===== src/common/gpp_pkg.sv =====
/*
 * Constants of the general-purpose port pin control block: register
 * offsets, reset values and bus response codes.
 * Assumes a 32-bit register bus, one aligned word per register.
 */
`default_nettype none

package gpp_pkg;

    localparam int unsigned ADDR_W      = 8;
    localparam int unsigned DATA_W      = 32;
    localparam int unsigned STRB_W      = DATA_W / 8;
    localparam int unsigned MAX_PINS    = 32;

    ////////////////////////////////////////////////////////////////////////
    // Register byte offsets
    localparam logic [ADDR_W-1:0] OFS_PIN_VALUE  = 8'h00;
    localparam logic [ADDR_W-1:0] OFS_DRIVE_EN   = 8'h04;
    localparam logic [ADDR_W-1:0] OFS_ALT_SELECT = 8'h08;
    localparam logic [ADDR_W-1:0] OFS_OPEN_DRAIN = 8'h0c;
    localparam logic [ADDR_W-1:0] OFS_PULLUP_EN  = 8'h10;
    localparam logic [ADDR_W-1:0] OFS_PULLDN_EN  = 8'h14;
    localparam logic [ADDR_W-1:0] OFS_INPUT_EN   = 8'h18;

    ////////////////////////////////////////////////////////////////////////
    // Reset values
    localparam logic [MAX_PINS-1:0] RST_PIN_VALUE = 32'h0000_0000;
    localparam logic [MAX_PINS-1:0] RST_CONTROL   = 32'h0000_0000;

    ////////////////////////////////////////////////////////////////////////
    // Bus responses
    localparam logic [1:0] RESP_OKAY   = 2'h0;
    localparam logic [1:0] RESP_SLVERR = 2'h2;

    // Register selected by a byte address
    typedef enum logic [2:0] {
        REG_PIN_VALUE  = 3'h0,
        REG_DRIVE_EN   = 3'h1,
        REG_ALT_SELECT = 3'h2,
        REG_OPEN_DRAIN = 3'h3,
        REG_PULLUP_EN  = 3'h4,
        REG_PULLDN_EN  = 3'h5,
        REG_INPUT_EN   = 3'h6,
        REG_NONE       = 3'h7
    } gpp_reg_e;

endpackage

`default_nettype wire


===== src/common/gpp_pad_if.sv =====
/*
 * Carrier between the port register file and its pin multiplexer.
 * Assumes both ends share one clock; the multiplexer is combinational.
 */
`timescale 1ns/1ns
`default_nettype none

interface gpp_pad_if #(
    parameter int unsigned PINS = 8
);
    logic [PINS-1:0] data;
    logic [PINS-1:0] drive_en;
    logic [PINS-1:0] input_en;
    logic [PINS-1:0] alt_sel;
    logic [PINS-1:0] open_drain;
    logic [PINS-1:0] alt_out;
    logic [PINS-1:0] alt_oe;
    logic [PINS-1:0] pin_in;
    logic [PINS-1:0] pin_out;
    logic [PINS-1:0] pin_oe;
    logic [PINS-1:0] pin_in_gated;

    modport ctl (
        output data, drive_en, input_en, alt_sel, open_drain, alt_out, alt_oe, pin_in,
        input  pin_out, pin_oe, pin_in_gated
    );
    modport mux (
        input  data, drive_en, input_en, alt_sel, open_drain, alt_out, alt_oe, pin_in,
        output pin_out, pin_oe, pin_in_gated
    );
endinterface

`default_nettype wire


===== src/hw/gpp_port.sv =====
/*
 * General-purpose port: AXI4-Lite register slave plus registered pin drive.
 * Assumes pin and peripheral inputs are synchronous to i_clock.
 */
// Operation
// [RQ1] Data register writes the driven pin values; reads return pin levels.
// [RQ2] Drive-enable bit per pin switches that pin's output driver.
// [RQ3] Input buffer has its own enable bit, independent of the driver.
// [RQ4] After reset all input enables read zero, no input buffer active.
// [RQ5] Alternate-select bit of one connects the pin to its peripheral.
// [RQ6] Open-drain bit of one drives only low, driver off for high.
// [RQ7] Pull-up enable bit switches that pin's pull-up resistor.
// [RQ8] Pull-down enable bit switches that pin's pull-down resistor.
// [RQ9] Reset leaves every pin general purpose, input, output, pull-up off.
// [RQ10] Software clears alternate-select bits for general-purpose use.
// [RQ11] Control registers reset to zero; disabled inputs read as zero.
`timescale 1ns/1ns
`default_nettype none

module gpp_port #(
    parameter int unsigned PINS = 8
) (
    // Clock and reset
    input  wire logic                       i_clock,
    input  wire logic                       i_reset_n,
    // AXI4-Lite write address and data
    input  wire logic [gpp_pkg::ADDR_W-1:0] i_awaddr,
    input  wire logic                       i_awvalid,
    output var  logic                       o_awready,
    input  wire logic [gpp_pkg::DATA_W-1:0] i_wdata,
    input  wire logic [gpp_pkg::STRB_W-1:0] i_wstrb,
    input  wire logic                       i_wvalid,
    output var  logic                       o_wready,
    // AXI4-Lite write response
    output var  logic [1:0]                 o_bresp,
    output var  logic                       o_bvalid,
    input  wire logic                       i_bready,
    // AXI4-Lite read
    input  wire logic [gpp_pkg::ADDR_W-1:0] i_araddr,
    input  wire logic                       i_arvalid,
    output var  logic                       o_arready,
    output var  logic [gpp_pkg::DATA_W-1:0] o_rdata,
    output var  logic [1:0]                 o_rresp,
    output var  logic                       o_rvalid,
    input  wire logic                       i_rready,
    // Pins
    input  wire logic [PINS-1:0]            i_pin_in,
    output var  logic [PINS-1:0]            o_pin_out,
    output var  logic [PINS-1:0]            o_pin_oe,
    output var  logic [PINS-1:0]            o_pullup_en,
    output var  logic [PINS-1:0]            o_pulldown_en,
    // Peripheral functions
    input  wire logic [PINS-1:0]            i_alt_out,
    input  wire logic [PINS-1:0]            i_alt_oe,
    output var  logic [PINS-1:0]            o_alt_in
);

    if (PINS < 1 || PINS > gpp_pkg::MAX_PINS) begin : g_bad_pins
        $error("gpp_port: PINS must lie between 1 and 32");
    end

    ////////////////////////////////////////////////////////////////////////
    // Helpers

    function automatic gpp_pkg::gpp_reg_e decode(input logic [gpp_pkg::ADDR_W-1:0] addr);
        case (addr)
            gpp_pkg::OFS_PIN_VALUE:  decode = gpp_pkg::REG_PIN_VALUE;
            gpp_pkg::OFS_DRIVE_EN:   decode = gpp_pkg::REG_DRIVE_EN;
            gpp_pkg::OFS_ALT_SELECT: decode = gpp_pkg::REG_ALT_SELECT;
            gpp_pkg::OFS_OPEN_DRAIN: decode = gpp_pkg::REG_OPEN_DRAIN;
            gpp_pkg::OFS_PULLUP_EN:  decode = gpp_pkg::REG_PULLUP_EN;
            gpp_pkg::OFS_PULLDN_EN:  decode = gpp_pkg::REG_PULLDN_EN;
            gpp_pkg::OFS_INPUT_EN:   decode = gpp_pkg::REG_INPUT_EN;
            default:                 decode = gpp_pkg::REG_NONE;
        endcase
    endfunction

    // Byte-lane merge of a write into an existing register
    function automatic logic [PINS-1:0] merge(input logic [PINS-1:0]            old,
                                              input logic [gpp_pkg::DATA_W-1:0] wd,
                                              input logic [gpp_pkg::STRB_W-1:0] st);
        logic [gpp_pkg::DATA_W-1:0] wide;
        wide = gpp_pkg::DATA_W'(old);
        for (int b = 0; b < int'(gpp_pkg::STRB_W); b++) begin
            if (st[b]) begin
                wide[b*8 +: 8] = wd[b*8 +: 8];
            end
        end
        merge = wide[PINS-1:0];
    endfunction

    ////////////////////////////////////////////////////////////////////////
    // Register file and bus state

    logic [PINS-1:0]            pin_value_q,  pin_value_d;
    logic [PINS-1:0]            drive_en_q,   drive_en_d;
    logic [PINS-1:0]            alt_sel_q,    alt_sel_d;
    logic [PINS-1:0]            open_drn_q,   open_drn_d;
    logic [PINS-1:0]            pullup_q,     pullup_d;
    logic [PINS-1:0]            pulldn_q,     pulldn_d;
    logic [PINS-1:0]            input_en_q,   input_en_d;
    logic                       aw_have_q,    aw_have_d;
    logic                       w_have_q,     w_have_d;
    logic [gpp_pkg::ADDR_W-1:0] waddr_q,      waddr_d;
    logic [gpp_pkg::DATA_W-1:0] wdata_q,      wdata_d;
    logic [gpp_pkg::STRB_W-1:0] wstrb_q,      wstrb_d;
    logic                       awready_q,    awready_d;
    logic                       wready_q,     wready_d;
    logic                       bvalid_q,     bvalid_d;
    logic [1:0]                 bresp_q,      bresp_d;
    logic                       arready_q,    arready_d;
    logic                       rvalid_q,     rvalid_d;
    logic [1:0]                 rresp_q,      rresp_d;
    logic [gpp_pkg::DATA_W-1:0] rdata_q,      rdata_d;
    logic [PINS-1:0]            pin_out_q,    pin_oe_q,   alt_in_q;

    gpp_pad_if #(.PINS(PINS)) pads ();

    gpp_pin_mux u_mux (
        .pads (pads.mux)
    );

    assign pads.data       = pin_value_q;
    assign pads.drive_en   = drive_en_q;
    assign pads.input_en   = input_en_q;
    assign pads.alt_sel    = alt_sel_q;
    assign pads.open_drain = open_drn_q;
    assign pads.alt_out    = i_alt_out;
    assign pads.alt_oe     = i_alt_oe;
    assign pads.pin_in     = i_pin_in;

    always_comb begin
        gpp_pkg::gpp_reg_e wsel;
        gpp_pkg::gpp_reg_e rsel;
        wsel        = decode(waddr_q);
        rsel        = decode(i_araddr);
        pin_value_d = pin_value_q;
        drive_en_d  = drive_en_q;
        alt_sel_d   = alt_sel_q;
        open_drn_d  = open_drn_q;
        pullup_d    = pullup_q;
        pulldn_d    = pulldn_q;
        input_en_d  = input_en_q;
        aw_have_d   = aw_have_q;
        w_have_d    = w_have_q;
        waddr_d     = waddr_q;
        wdata_d     = wdata_q;
        wstrb_d     = wstrb_q;
        awready_d   = awready_q;
        wready_d    = wready_q;
        bvalid_d    = bvalid_q;
        bresp_d     = bresp_q;
        arready_d   = arready_q;
        rvalid_d    = rvalid_q;
        rresp_d     = rresp_q;
        rdata_d     = rdata_q;

        // Address and data are taken in either order
        if (i_awvalid && awready_q) begin
            aw_have_d = 1'b1;
            awready_d = 1'b0;
            waddr_d   = i_awaddr;
        end
        if (i_wvalid && wready_q) begin
            w_have_d = 1'b1;
            wready_d = 1'b0;
            wdata_d  = i_wdata;
            wstrb_d  = i_wstrb;
        end
        if (aw_have_q && w_have_q) begin
            aw_have_d = 1'b0;
            w_have_d  = 1'b0;
            bvalid_d  = 1'b1;
            bresp_d   = gpp_pkg::RESP_OKAY;
            case (wsel)
                gpp_pkg::REG_PIN_VALUE:  pin_value_d = merge(pin_value_q, wdata_q, wstrb_q); // [RQ1]
                gpp_pkg::REG_DRIVE_EN:   drive_en_d  = merge(drive_en_q, wdata_q, wstrb_q);  // [RQ2]
                gpp_pkg::REG_ALT_SELECT: alt_sel_d   = merge(alt_sel_q, wdata_q, wstrb_q);   // [RQ5]
                gpp_pkg::REG_OPEN_DRAIN: open_drn_d  = merge(open_drn_q, wdata_q, wstrb_q);  // [RQ6]
                gpp_pkg::REG_PULLUP_EN:  pullup_d    = merge(pullup_q, wdata_q, wstrb_q);    // [RQ7]
                gpp_pkg::REG_PULLDN_EN:  pulldn_d    = merge(pulldn_q, wdata_q, wstrb_q);    // [RQ8]
                gpp_pkg::REG_INPUT_EN:   input_en_d  = merge(input_en_q, wdata_q, wstrb_q);  // [RQ3]
                default:                 bresp_d     = gpp_pkg::RESP_SLVERR;
            endcase
        end
        if (bvalid_q && i_bready) begin
            bvalid_d  = 1'b0;
            awready_d = 1'b1;
            wready_d  = 1'b1;
        end

        // Read: one outstanding, answered the cycle after the address
        if (i_arvalid && arready_q) begin
            arready_d = 1'b0;
            rvalid_d  = 1'b1;
            rresp_d   = gpp_pkg::RESP_OKAY;
            rdata_d   = '0;
            case (rsel)
                // Pin level, zero where the input buffer is off
                gpp_pkg::REG_PIN_VALUE:  rdata_d[PINS-1:0] = pads.pin_in_gated;    // [RQ1] [RQ11]
                gpp_pkg::REG_DRIVE_EN:   rdata_d[PINS-1:0] = drive_en_q;
                gpp_pkg::REG_ALT_SELECT: rdata_d[PINS-1:0] = alt_sel_q;
                gpp_pkg::REG_OPEN_DRAIN: rdata_d[PINS-1:0] = open_drn_q;
                gpp_pkg::REG_PULLUP_EN:  rdata_d[PINS-1:0] = pullup_q;
                gpp_pkg::REG_PULLDN_EN:  rdata_d[PINS-1:0] = pulldn_q;
                gpp_pkg::REG_INPUT_EN:   rdata_d[PINS-1:0] = input_en_q;
                default:                 rresp_d = gpp_pkg::RESP_SLVERR;
            endcase
        end else if (rvalid_q && i_rready) begin
            rvalid_d  = 1'b0;
            arready_d = 1'b1;
        end
    end

    ////////////////////////////////////////////////////////////////////////
    // Registers

    always_ff @(posedge i_clock or negedge i_reset_n) begin
        if (!i_reset_n) begin
            pin_value_q <= gpp_pkg::RST_PIN_VALUE[PINS-1:0];
            drive_en_q  <= gpp_pkg::RST_CONTROL[PINS-1:0];                         // [RQ9] [RQ11]
            alt_sel_q   <= gpp_pkg::RST_CONTROL[PINS-1:0];                         // [RQ9]
            open_drn_q  <= gpp_pkg::RST_CONTROL[PINS-1:0];                         // [RQ11]
            pullup_q    <= gpp_pkg::RST_CONTROL[PINS-1:0];                         // [RQ9]
            pulldn_q    <= gpp_pkg::RST_CONTROL[PINS-1:0];                         // [RQ11]
            input_en_q  <= gpp_pkg::RST_CONTROL[PINS-1:0];                         // [RQ4]
            aw_have_q   <= 1'b0;
            w_have_q    <= 1'b0;
            waddr_q     <= '0;
            wdata_q     <= '0;
            wstrb_q     <= '0;
            awready_q   <= 1'b1;
            wready_q    <= 1'b1;
            bvalid_q    <= 1'b0;
            bresp_q     <= gpp_pkg::RESP_OKAY;
            arready_q   <= 1'b1;
            rvalid_q    <= 1'b0;
            rresp_q     <= gpp_pkg::RESP_OKAY;
            rdata_q     <= '0;
            pin_out_q   <= '0;
            pin_oe_q    <= '0;
            alt_in_q    <= '0;
        end else begin
            pin_value_q <= pin_value_d;
            drive_en_q  <= drive_en_d;
            alt_sel_q   <= alt_sel_d;
            open_drn_q  <= open_drn_d;
            pullup_q    <= pullup_d;
            pulldn_q    <= pulldn_d;
            input_en_q  <= input_en_d;
            aw_have_q   <= aw_have_d;
            w_have_q    <= w_have_d;
            waddr_q     <= waddr_d;
            wdata_q     <= wdata_d;
            wstrb_q     <= wstrb_d;
            awready_q   <= awready_d;
            wready_q    <= wready_d;
            bvalid_q    <= bvalid_d;
            bresp_q     <= bresp_d;
            arready_q   <= arready_d;
            rvalid_q    <= rvalid_d;
            rresp_q     <= rresp_d;
            rdata_q     <= rdata_d;
            // Pin drive lags the registers by one cycle; outputs stay glitch free
            pin_out_q   <= pads.pin_out;                                           // [RQ2] [RQ6]
            pin_oe_q    <= pads.pin_oe;                                            // [RQ2] [RQ5]
            alt_in_q    <= pads.pin_in_gated;                                      // [RQ3]
        end
    end

    assign o_awready     = awready_q;
    assign o_wready      = wready_q;
    assign o_bvalid      = bvalid_q;
    assign o_bresp       = bresp_q;
    assign o_arready     = arready_q;
    assign o_rvalid      = rvalid_q;
    assign o_rresp       = rresp_q;
    assign o_rdata       = rdata_q;
    assign o_pin_out     = pin_out_q;
    assign o_pin_oe      = pin_oe_q;
    assign o_pullup_en   = pullup_q;                                               // [RQ7]
    assign o_pulldown_en = pulldn_q;                                               // [RQ8]
    assign o_alt_in      = alt_in_q;

endmodule

`default_nettype wire


===== src/hw/gpp_pin_mux.sv =====
/*
 * Per-pin output and input steering for one port.
 * Assumes the enclosing block registers every result before a pin.
 */
`timescale 1ns/1ns
`default_nettype none

module gpp_pin_mux (
    // Port control and pin levels
    gpp_pad_if.mux pads
);
    logic [$bits(pads.data)-1:0] drv_val;
    logic [$bits(pads.data)-1:0] drv_en;

    always_comb begin
        // Alternate function takes the pin over from the port logic
        drv_val = (pads.alt_sel & pads.alt_out) | (~pads.alt_sel & pads.data);     // [RQ5]
        drv_en  = (pads.alt_sel & pads.alt_oe) | (~pads.alt_sel & pads.drive_en);  // [RQ2]
        // Pseudo open drain: only a low level is driven, high floats
        pads.pin_out = drv_val & ~pads.open_drain;                                 // [RQ6]
        pads.pin_oe  = drv_en & ~(pads.open_drain & drv_val);                      // [RQ6]
        // Input buffer is independent of the driver
        pads.pin_in_gated = pads.pin_in & pads.input_en;                           // [RQ3]
    end

endmodule

`default_nettype wire


===== config.mk =====
export PLATFORM = sky130hd
export DESIGN_NAME = gpp_port
export DESIGN_NICKNAME = d
export VERILOG_FILES = /design/src/common/gpp_pkg.sv /design/src/common/gpp_pad_if.sv /design/src/hw/gpp_port.sv /design/src/hw/gpp_pin_mux.sv
export SDC_FILE = /design/constraint.sdc
export NUM_CORES = 1
export LEC_CHECK = 0
export BUFFER_PORTS_ARGS = -buffer_cell sky130_fd_sc_hd__buf_2
export CAP_MARGIN = 10
export CORE_MARGIN = 3
export CORE_UTILIZATION = 50
export DETAILED_ROUTE_END_ITERATION = 6
export PLACE_DENSITY = 0.75
export SLEW_MARGIN = 20
export SYNTH_ARGS = -nofsm -noshare
export SYNTH_HDL_FRONTEND = slang
export SYNTH_SLANG_ARGS = --single-unit

===== constraint.sdc =====
create_clock -name i_clock -period 4.1 [get_ports i_clock]
set_clock_uncertainty 0.1 [all_clocks]
set_input_delay 0 -clock i_clock [delete_from_list [all_inputs] [get_ports i_clock]]
set_output_delay 0 -clock i_clock [all_outputs]
set_load 0.01 [all_outputs]

==> impl_metrics.py, run 1 <==
metrics = {
    "timing": {
        "fin_tns_setup_ps": 0,
        "setup_viol": 0,
        "fin_crit_sh": 0.682,
        "worstMarginPinSlew_ps": 1020,
        "drv_slew": 0,
        "min_period_ps": 2800,
        "clock.fmax_ghz": 0.358,
        "rsz0062_at_grt": "no",
        "relSlewSlack": 0.318,
        "finalHoldViolations": 0,
    },
    "min_path": {
        "hold_path.class": "input pin to flip-flop",
    },
    "synthesis": {
        "syn_inst": 405,
        "syn_area_mm2": 0.00509,
        "yosysUniqueCellTypes": 44,
        "synth-main-ff-cell": "dfrtp_1",
        "yosysSeqAreaShare": 0.561,
        "async_flop_share": 1.00,
        "syn_avg_cell_area_um2": 12.6,
        "synth_xor_area_frac": 0,
        "synth_mux_area_frac": 0.220,
        "ys_seq_elements": 114,
        "yosys.area_share.adder": 0,
        "synth_top_family_by_area": "multiplexers",
        "synth_edf_count": 0,
        "synth-compound-area-share": 0.0582,
        "yosys_warnings": 0,
        "synthSimpleGateAreaFrac": 0.109,
    },
    "layout": {
        "fillerInstances": 705,
        "drive_gt1_frac": 0.382,
        "layout.nets": 669,
        "utilization": 0.706,
        "antenna_cells": 0,
        "syn_to_final_growth_pct": 36.0,
    },
    "floorplanning": {
        "rows": 36,
        "core_area_mm2": 0.00982,
        "floorplan.initialDensity": 0.519,
        "dieHeight_um": 107,
        "die-area_mm2": 0.0114,
        "ios": 164,
        "die_w_um": 107,
    },
    "critical_path": {
        "cp.required_ps": 4380,
        "crit_type": "flip-flop to flip-flop",
        "crit_path_max_fanout": 8,
        "rr_worst_depth": 4,
        "worstPathArrival_ps": 3080,
        "crit_start": "waddr_q[5]$_DFFE_PN0P_",
        "crit_path_end_kind": "flip-flop",
        "rrSetupSlack_ps": 1300,
        "crit_end": "o_pulldown_en[0]$_DFFE_PN0P_",
        "r2r_end": "o_pulldown_en[0]$_DFFE_PN0P_",
        "startpoint_type": "flip-flop",
        "reg2reg_from": "waddr_q[5]$_DFFE_PN0P_",
    },
    "placed_design": {
        "place.gp.congestion": 0.839,
        "io_buffers": 110,
        "dp_hpwl_mm": 7.77,
    },
    "pwr": {
        "powerDensity_mw_per_mm2": 544,
        "peakVddDrop_v": 0.000344,
        "leakagePower_uw": 0.00343,
    },
    "clock_network": {
        "cts_buffer_depth": 2,
        "cts_buffers": 17,
        "clk_latency_ps": 500,
        "cts-root-buf": "clkbuf_8",
        "htree_levels": 4,
        "clkTransAtPathRegs_ps": 50,
        "postCtsSetupBuffers": 0,
        "cts.sinks": 114,
        "tritoncts": "built",
    },
    "global_route": {
        "grt_pass1_wl_mm": 19.9,
        "antenna_found_initial": 0,
        "grt_use_total": 0.228,
        "grt-ovfl-total": 0,
        "grt_pass1_vias": 3924,
        "grt_max_degree": 45,
    },
    "routing": {
        "num_vias": 3816,
        "dr.pass1.iters": 4,
        "drc": 0,
        "drt_iter0_markers": 132,
        "viasPerCell": 5.21,
        "wl_mm": 12.5,
        "ant_nets": 0,
        "wl_per_cell_um": 17.0,
    },
    "outcome": {
        "status": "complete, no violations",
    },
    "run": {
        "drv_cap": 0,
    },
}
==> report_power, final <==
group / internal, uW / switching, uW
clock: 983 / 482
combinational: 376 / 299
sequential: 1380 / 253
total: 2740 / 1030
==> layout by cell type, fill, tap and decap left out, types with 3 or more instances in the layout <==
| cell type | instances |
|---|---|
| dfrtp_1 | 111 |
| buf_2 | 109 |
| mux2_2 | 74 |
| dlygate4sd3_1 | 63 |
| nand2_1 | 36 |
| conb_1 | 26 |
| mux2i_1 | 21 |
| clkbuf_16 | 16 |
| o21ai_0 | 15 |
| a21oi_1 | 14 |
| nor2_1 | 13 |
| nand3_1 | 10 |
| and2_1 | 8 |
| nand3b_1 | 6 |
| nor2b_1 | 5 |
| clkbuf_8 | 5 |
| clkinv_2 | 5 |
| inv_1 | 4 |
| a221oi_1 | 4 |
| nand2b_1 | 3 |
| a31oi_1 | 3 |
| o2bb2ai_1 | 3 |
| mux2_1 | 3 |
| bufinv_16 | 3 |
| buf_4 | 3 |
| dfstp_2 | 3 |
==> stage by stage <==
stage	hold WS [ps]	area, um2	total power, uW	worst slack, ps	std cells
finish	21.8	6930	3770	1300	732
detailed placement	-61.8	5680	2250	1400	636
global placement	-73.0	5680	2210	1450	636
global route	84.4	6930	3960	1230	732
floorplan	-396	5190	2000	1790	430
CTS	7.49	6930	3790	1380	732
==> critical path, stage by stage, from the launching register on <==
cell and delay (ps):
dfrtp_1 370, or3_4 400, or3_1 500, nor3_2 870, mux2_2 430
==> metal layers <==
layer	vias up	wire (um)	GRT usage
met2	148	6410	0.386
met5	-	0	0
li1	1760	-	-
met4	0	174	0.0667
met1	1894	5030	0.289
met3	14	856	0.0620
==> worst min path at each step <==
stage	start	end	cells after the start
6_report	i_araddr[1]	o_rdata[5]$_DFFE_PN0P_	5
4_1_cts	i_araddr[1]	o_rdata[5]$_DFFE_PN0P_	5
2_1_floorplan	i_reset_n	alt_sel_q[0]$_DFFE_PN0P_	0
5_1_grt	i_araddr[0]	o_rdata[5]$_DFFE_PN0P_	5
3_3_place_gp	i_reset_n	o_pin_oe[0]$_DFF_PN0_	1
3_5_place_dp	i_reset_n	o_pin_oe[0]$_DFF_PN0_	1
==> timing repair <==
action                    4_1_cts  5_1_grt
hold buffers                   64        0
hold endpoints to repair      160        0
resized for setup               0        0
==> cell families after synthesis <==
group           after synthesis
mux                         100
other cells                   1
buf+inv                      43
flops                       114
simple gates                 99
compound gates               48
==> sequential cells by signal, summed over array words and instances (netlist names), 8 cells and up <==
signal         flops
alt_sel_q          8
drive_en_q         8
input_en_q         8
o_alt_in           8
o_pin_oe           8
o_pin_out          8
o_pulldown_en      8
o_pullup_en        8
o_rdata            8
open_drn_q         8
pads.data          8
waddr_q            8
wdata_q            8
==> layout make-up <==
cell class / instances / area (um2) / share of cell area
tap: 133 / 166 / 0.0240
clock inverter: 10 / 130 / 0.0188
timing repair buffer: 176 / 1220 / 0.176
clock buffer: 22 / 473 / 0.0683
multi-input combinational: 273 / 2070 / 0.299
sequential: 114 / 2860 / 0.412
inverter: 4 / 15.0 / 0.00217
==> cells in the mapped netlist (2+ instances only) <==
master | number | area share
clkbuf_1 | 11 | 0.0081
a21oi_1 | 14 | 0.014
a221oi_1 | 4 | 0.0069
dfrtp_1 | 111 | 0.55
nor3b_1 | 2 | 0.0029
and2_1 | 8 | 0.0098
buf_4 | 26 | 0.038
nor2b_1 | 5 | 0.0061
nand2b_1 | 3 | 0.0037
mux2_1 | 3 | 0.0066
or4bb_1 | 2 | 0.0044
nand3b_1 | 6 | 0.0088
nand2_1 | 36 | 0.027
a22o_1 | 2 | 0.0034
dfstp_2 | 3 | 0.015
o22ai_1 | 2 | 0.0025
nand3_1 | 10 | 0.0098
o2bb2ai_1 | 3 | 0.0052
buf_2 | 2 | 0.0020
o21ai_0 | 15 | 0.015
mux2i_1 | 21 | 0.041
nor4_1 | 2 | 0.0025
a31oi_1 | 3 | 0.0037
mux4_2 | 2 | 0.0088
mux2_2 | 74 | 0.16
or3_1 | 2 | 0.0025
inv_1 | 4 | 0.0029
nor2_1 | 13 | 0.0096
Power figures use the tool's default switching activity.
==> inputs of run 2 (changes only) <==
ABC_AREA = 1   (was default)
CORE_UTILIZATION = 46   (was 50)
PLACE_DENSITY = 0.72   (was 0.75)
clock period = 2.3 ns   (was 4.1 ns; I/O delays follow)
==> impl_metrics.py, run 2 <==
metrics = {
    "critical_path": {
        "crit_end": "o_pullup_en[1]$_DFFE_PN0P_",
        "r2r_end": "o_pullup_en[1]$_DFFE_PN0P_",
        "critPathSlowestCell": "nand4_1",
        "rrSetupSlack_ps": 260,
        "max_stage_delay_ps": 550,
        "path_cells": "nor2_1 -> inv_1 -> nor2_1 -> nand2_1 -> inv_1 -> a21oi_1 -> nand4_1 -> o21ai_0",
        "startpoint_type": "flip-flop",
        "crit_path_end_kind": "flip-flop",
        "reg2reg_from": "waddr_q[7]$_DFFE_PN0P_",
        "cp.required_ps": 2500,
        "crit_path_max_fanout": 16,
        "crit_start": "waddr_q[7]$_DFFE_PN0P_",
        "rr_worst_depth": 8,
        "crit_type": "flip-flop to flip-flop",
        "worstPathArrival_ps": 2240,
    },
    "synthesis": {
        "synthTopCellsByArea": "dfrtp_1 53%, nand2_1 14%, o21ai_0 9.0%",
        "async_flop_share": 1.00,
        "syn_inst": 620,
        "synth_edf_count": 0,
        "synth_top_area_share": 0.534,
        "syn_area_mm2": 0.00521,
        "yosysSeqAreaShare": 0.549,
        "yosysMostFrequentCell": "nand2_1",
        "syn_avg_cell_area_um2": 8.40,
        "yosysUniqueCellTypes": 28,
        "ys_seq_elements": 114,
        "synthTopCellsByCount": "197 x nand2_1, 111 x dfrtp_1, 94 x o21ai_0",
        "yosys_warnings": 0,
        "yosys.area.top_type": "dfrtp_1",
        "synth-main-ff-cell": "dfrtp_1",
    },
    "layout": {
        "fillerInstances": 882,
        "antenna_cells": 0,
        "final_common_cell": "nand2_1",
        "drive_gt1_frac": 0.205,
        "syn_to_final_growth_pct": 34.8,
        "final_cell_mix": "197 x nand2_1, 111 x dfrtp_1, 109 x buf_2",
        "stdcell_count": 944,
        "area.sequential_mm2": 0.00286,
        "multi_input_area_mm2": 0.00194,
        "utilization": 0.642,
        "layout.nets": 874,
    },
    "timing": {
        "finalHoldViolations": 0,
        "drv_slew": 0,
        "worstMarginPinSlew_ps": 792,
        "min_period_ps": 2040,
        "setup_viol": 0,
        "fin_tns_setup_ps": 0,
        "setup_ws_ps": 264,
        "clock.fmax_ghz": 0.491,
        "relSlewSlack": 0.469,
        "whs_ps": 29.6,
        "fin_crit_sh": 0.885,
        "rsz0062_at_grt": "no",
    },
    "routing": {
        "viasPerCell": 4.88,
        "ant_nets": 0,
        "wl_per_cell_um": 14.7,
        "drt_iter0_markers": 291,
        "num_vias": 4608,
        "wl_mm": 13.8,
        "drc": 0,
        "dr.pass1.iters": 5,
    },
    "placed_design": {
        "io_buffers": 110,
        "place_inst": 862,
        "place.gp.congestion": 0.813,
        "place_ws_ps": 340,
        "dp_hpwl_mm": 9.30,
    },
    "pwr": {
        "leakagePower_uw": 0.00377,
        "peakVddDrop_v": 0.000600,
        "powerDensity_mw_per_mm2": 1050,
    },
    "global_route": {
        "grt_max_degree": 51,
        "grt-ovfl-total": 0,
        "antenna_found_initial": 0,
        "grt_pass1_vias": 4550,
        "grt_use_total": 0.230,
        "grt_pass1_wl_mm": 22.7,
    },
    "floorplanning": {
        "die-area_mm2": 0.0126,
        "die_w_um": 112,
        "ios": 164,
        "dieHeight_um": 112,
        "floorplan.initialDensity": 0.476,
        "core_area_mm2": 0.0109,
        "rows": 38,
    },
    "clock_network": {
        "cts-root-buf": "clkbuf_16",
        "cts_buffer_depth": 2,
        "clkTransAtPathRegs_ps": 50,
        "post_cts_resized": 0,
        "postCtsSetupBuffers": 0,
        "htree_levels": 4,
        "clk_latency_ps": 410,
        "tritoncts": "built",
        "cts.sinks": 114,
        "cts_buffers": 17,
    },
    "outcome": {
        "status": "complete, no violations",
    },
    "run": {
        "drv_cap": 0,
    },
    "min_path": {
        "hold_path.class": "input pin to asynchronous set/reset pin",
    },
}
## run 2: changes by cell type after synthesis, moves of 4 or more
| cell | delta |
|---|---|
| nand3b_1 | -4 |
| and2_1 | -8 |
| nor2_1 | +26 |
| nor2b_1 | -5 |
| mux2i_1 | -13 |
| nand3_1 | +9 |
| mux2_2 | -74 |
| inv_1 | +65 |
| nand4_1 | +10 |
| o21ai_0 | +79 |
| a221oi_1 | -4 |
| a21oi_1 | -11 |
| nor2_4 | +5 |
| nand2_1 | +161 |
## run 2: timing repair
action / CTS / global route
endpoints found under the hold margin: 134 / 0
endpoints found under the setup margin: 0 / 0
hold buffers: 50 / 0
## run 2: cell type report
type / count / area share
clock buffers: 22 / 0.0676
clock inverters: 10 / 0.0289
multi-input cells: 422 / 0.276
inverters: 71 / 0.0380
flip-flops and latches: 114 / 0.407
repair buffers: 165 / 0.157
well taps: 140 / 0.0250
## run 2: how the worst min path moves through the flow
stage,startpoint,to,slack (ps)
4_1_cts,i_reset_n,wdata_q[2]$_DFFE_PN0P_,30
2_1_floorplan,i_reset_n,alt_sel_q[0]$_DFFE_PN0P_,-400
3_5_place_dp,i_reset_n,o_pin_out[5]$_DFF_PN0_,-70
3_3_place_gp,i_reset_n,wstrb_q[0]$_DFFE_PN0P_,-90
5_1_grt,i_reset_n,wdata_q[6]$_DFFE_PN0P_,60
6_report,i_reset_n,wdata_q[6]$_DFFE_PN0P_,30
## run 2: cells by family (layout without fill, tap and decap cells)
family                 Yosys count  in the layout  share of synthesized area
multiplexers                     8              8                     0.0154
AO/OA/AOI/OAI                   99             99                     0.0952
other                            1             26                   0.000720
buffers and inverters          109            268                     0.0973
AND/OR/NAND/NOR                289            289                      0.243
flip-flops                     114            114                      0.549
## run 2: report_power, final
group	internal [uW]	switching (uW)
Clock	2110	873
Combinational	560	975
Sequential	2550	326
Total	5220	2170
## run 2: metal layers
metal | vias to the layer above | share of wire | track usage
met5 | - | 0 | 0
met4 | 0 | 0.022 | 0.0753
met3 | 23 | 0.062 | 0.0658
met2 | 156 | 0.50 | 0.386
met1 | 2178 | 0.41 | 0.287
li1 | 2251 | - | -
## run 2: metrics by stage
stage	cell area, um2	total power [uW]
after floorplan	5300	3710
after global placement	5840	4240
after detailed placement	5840	4310
after CTS	7020	7420
after global routing	7020	7810
final	7020	7390
## run 2: worst max-delay path: cells and delay by family, from the launching register on
kind	cells	cell delay (ps)
AND/OR/NAND/NOR	4	750
AO/OA/AOI/OAI	2	590
flip-flops	1	350
buffers and inverters	2	160
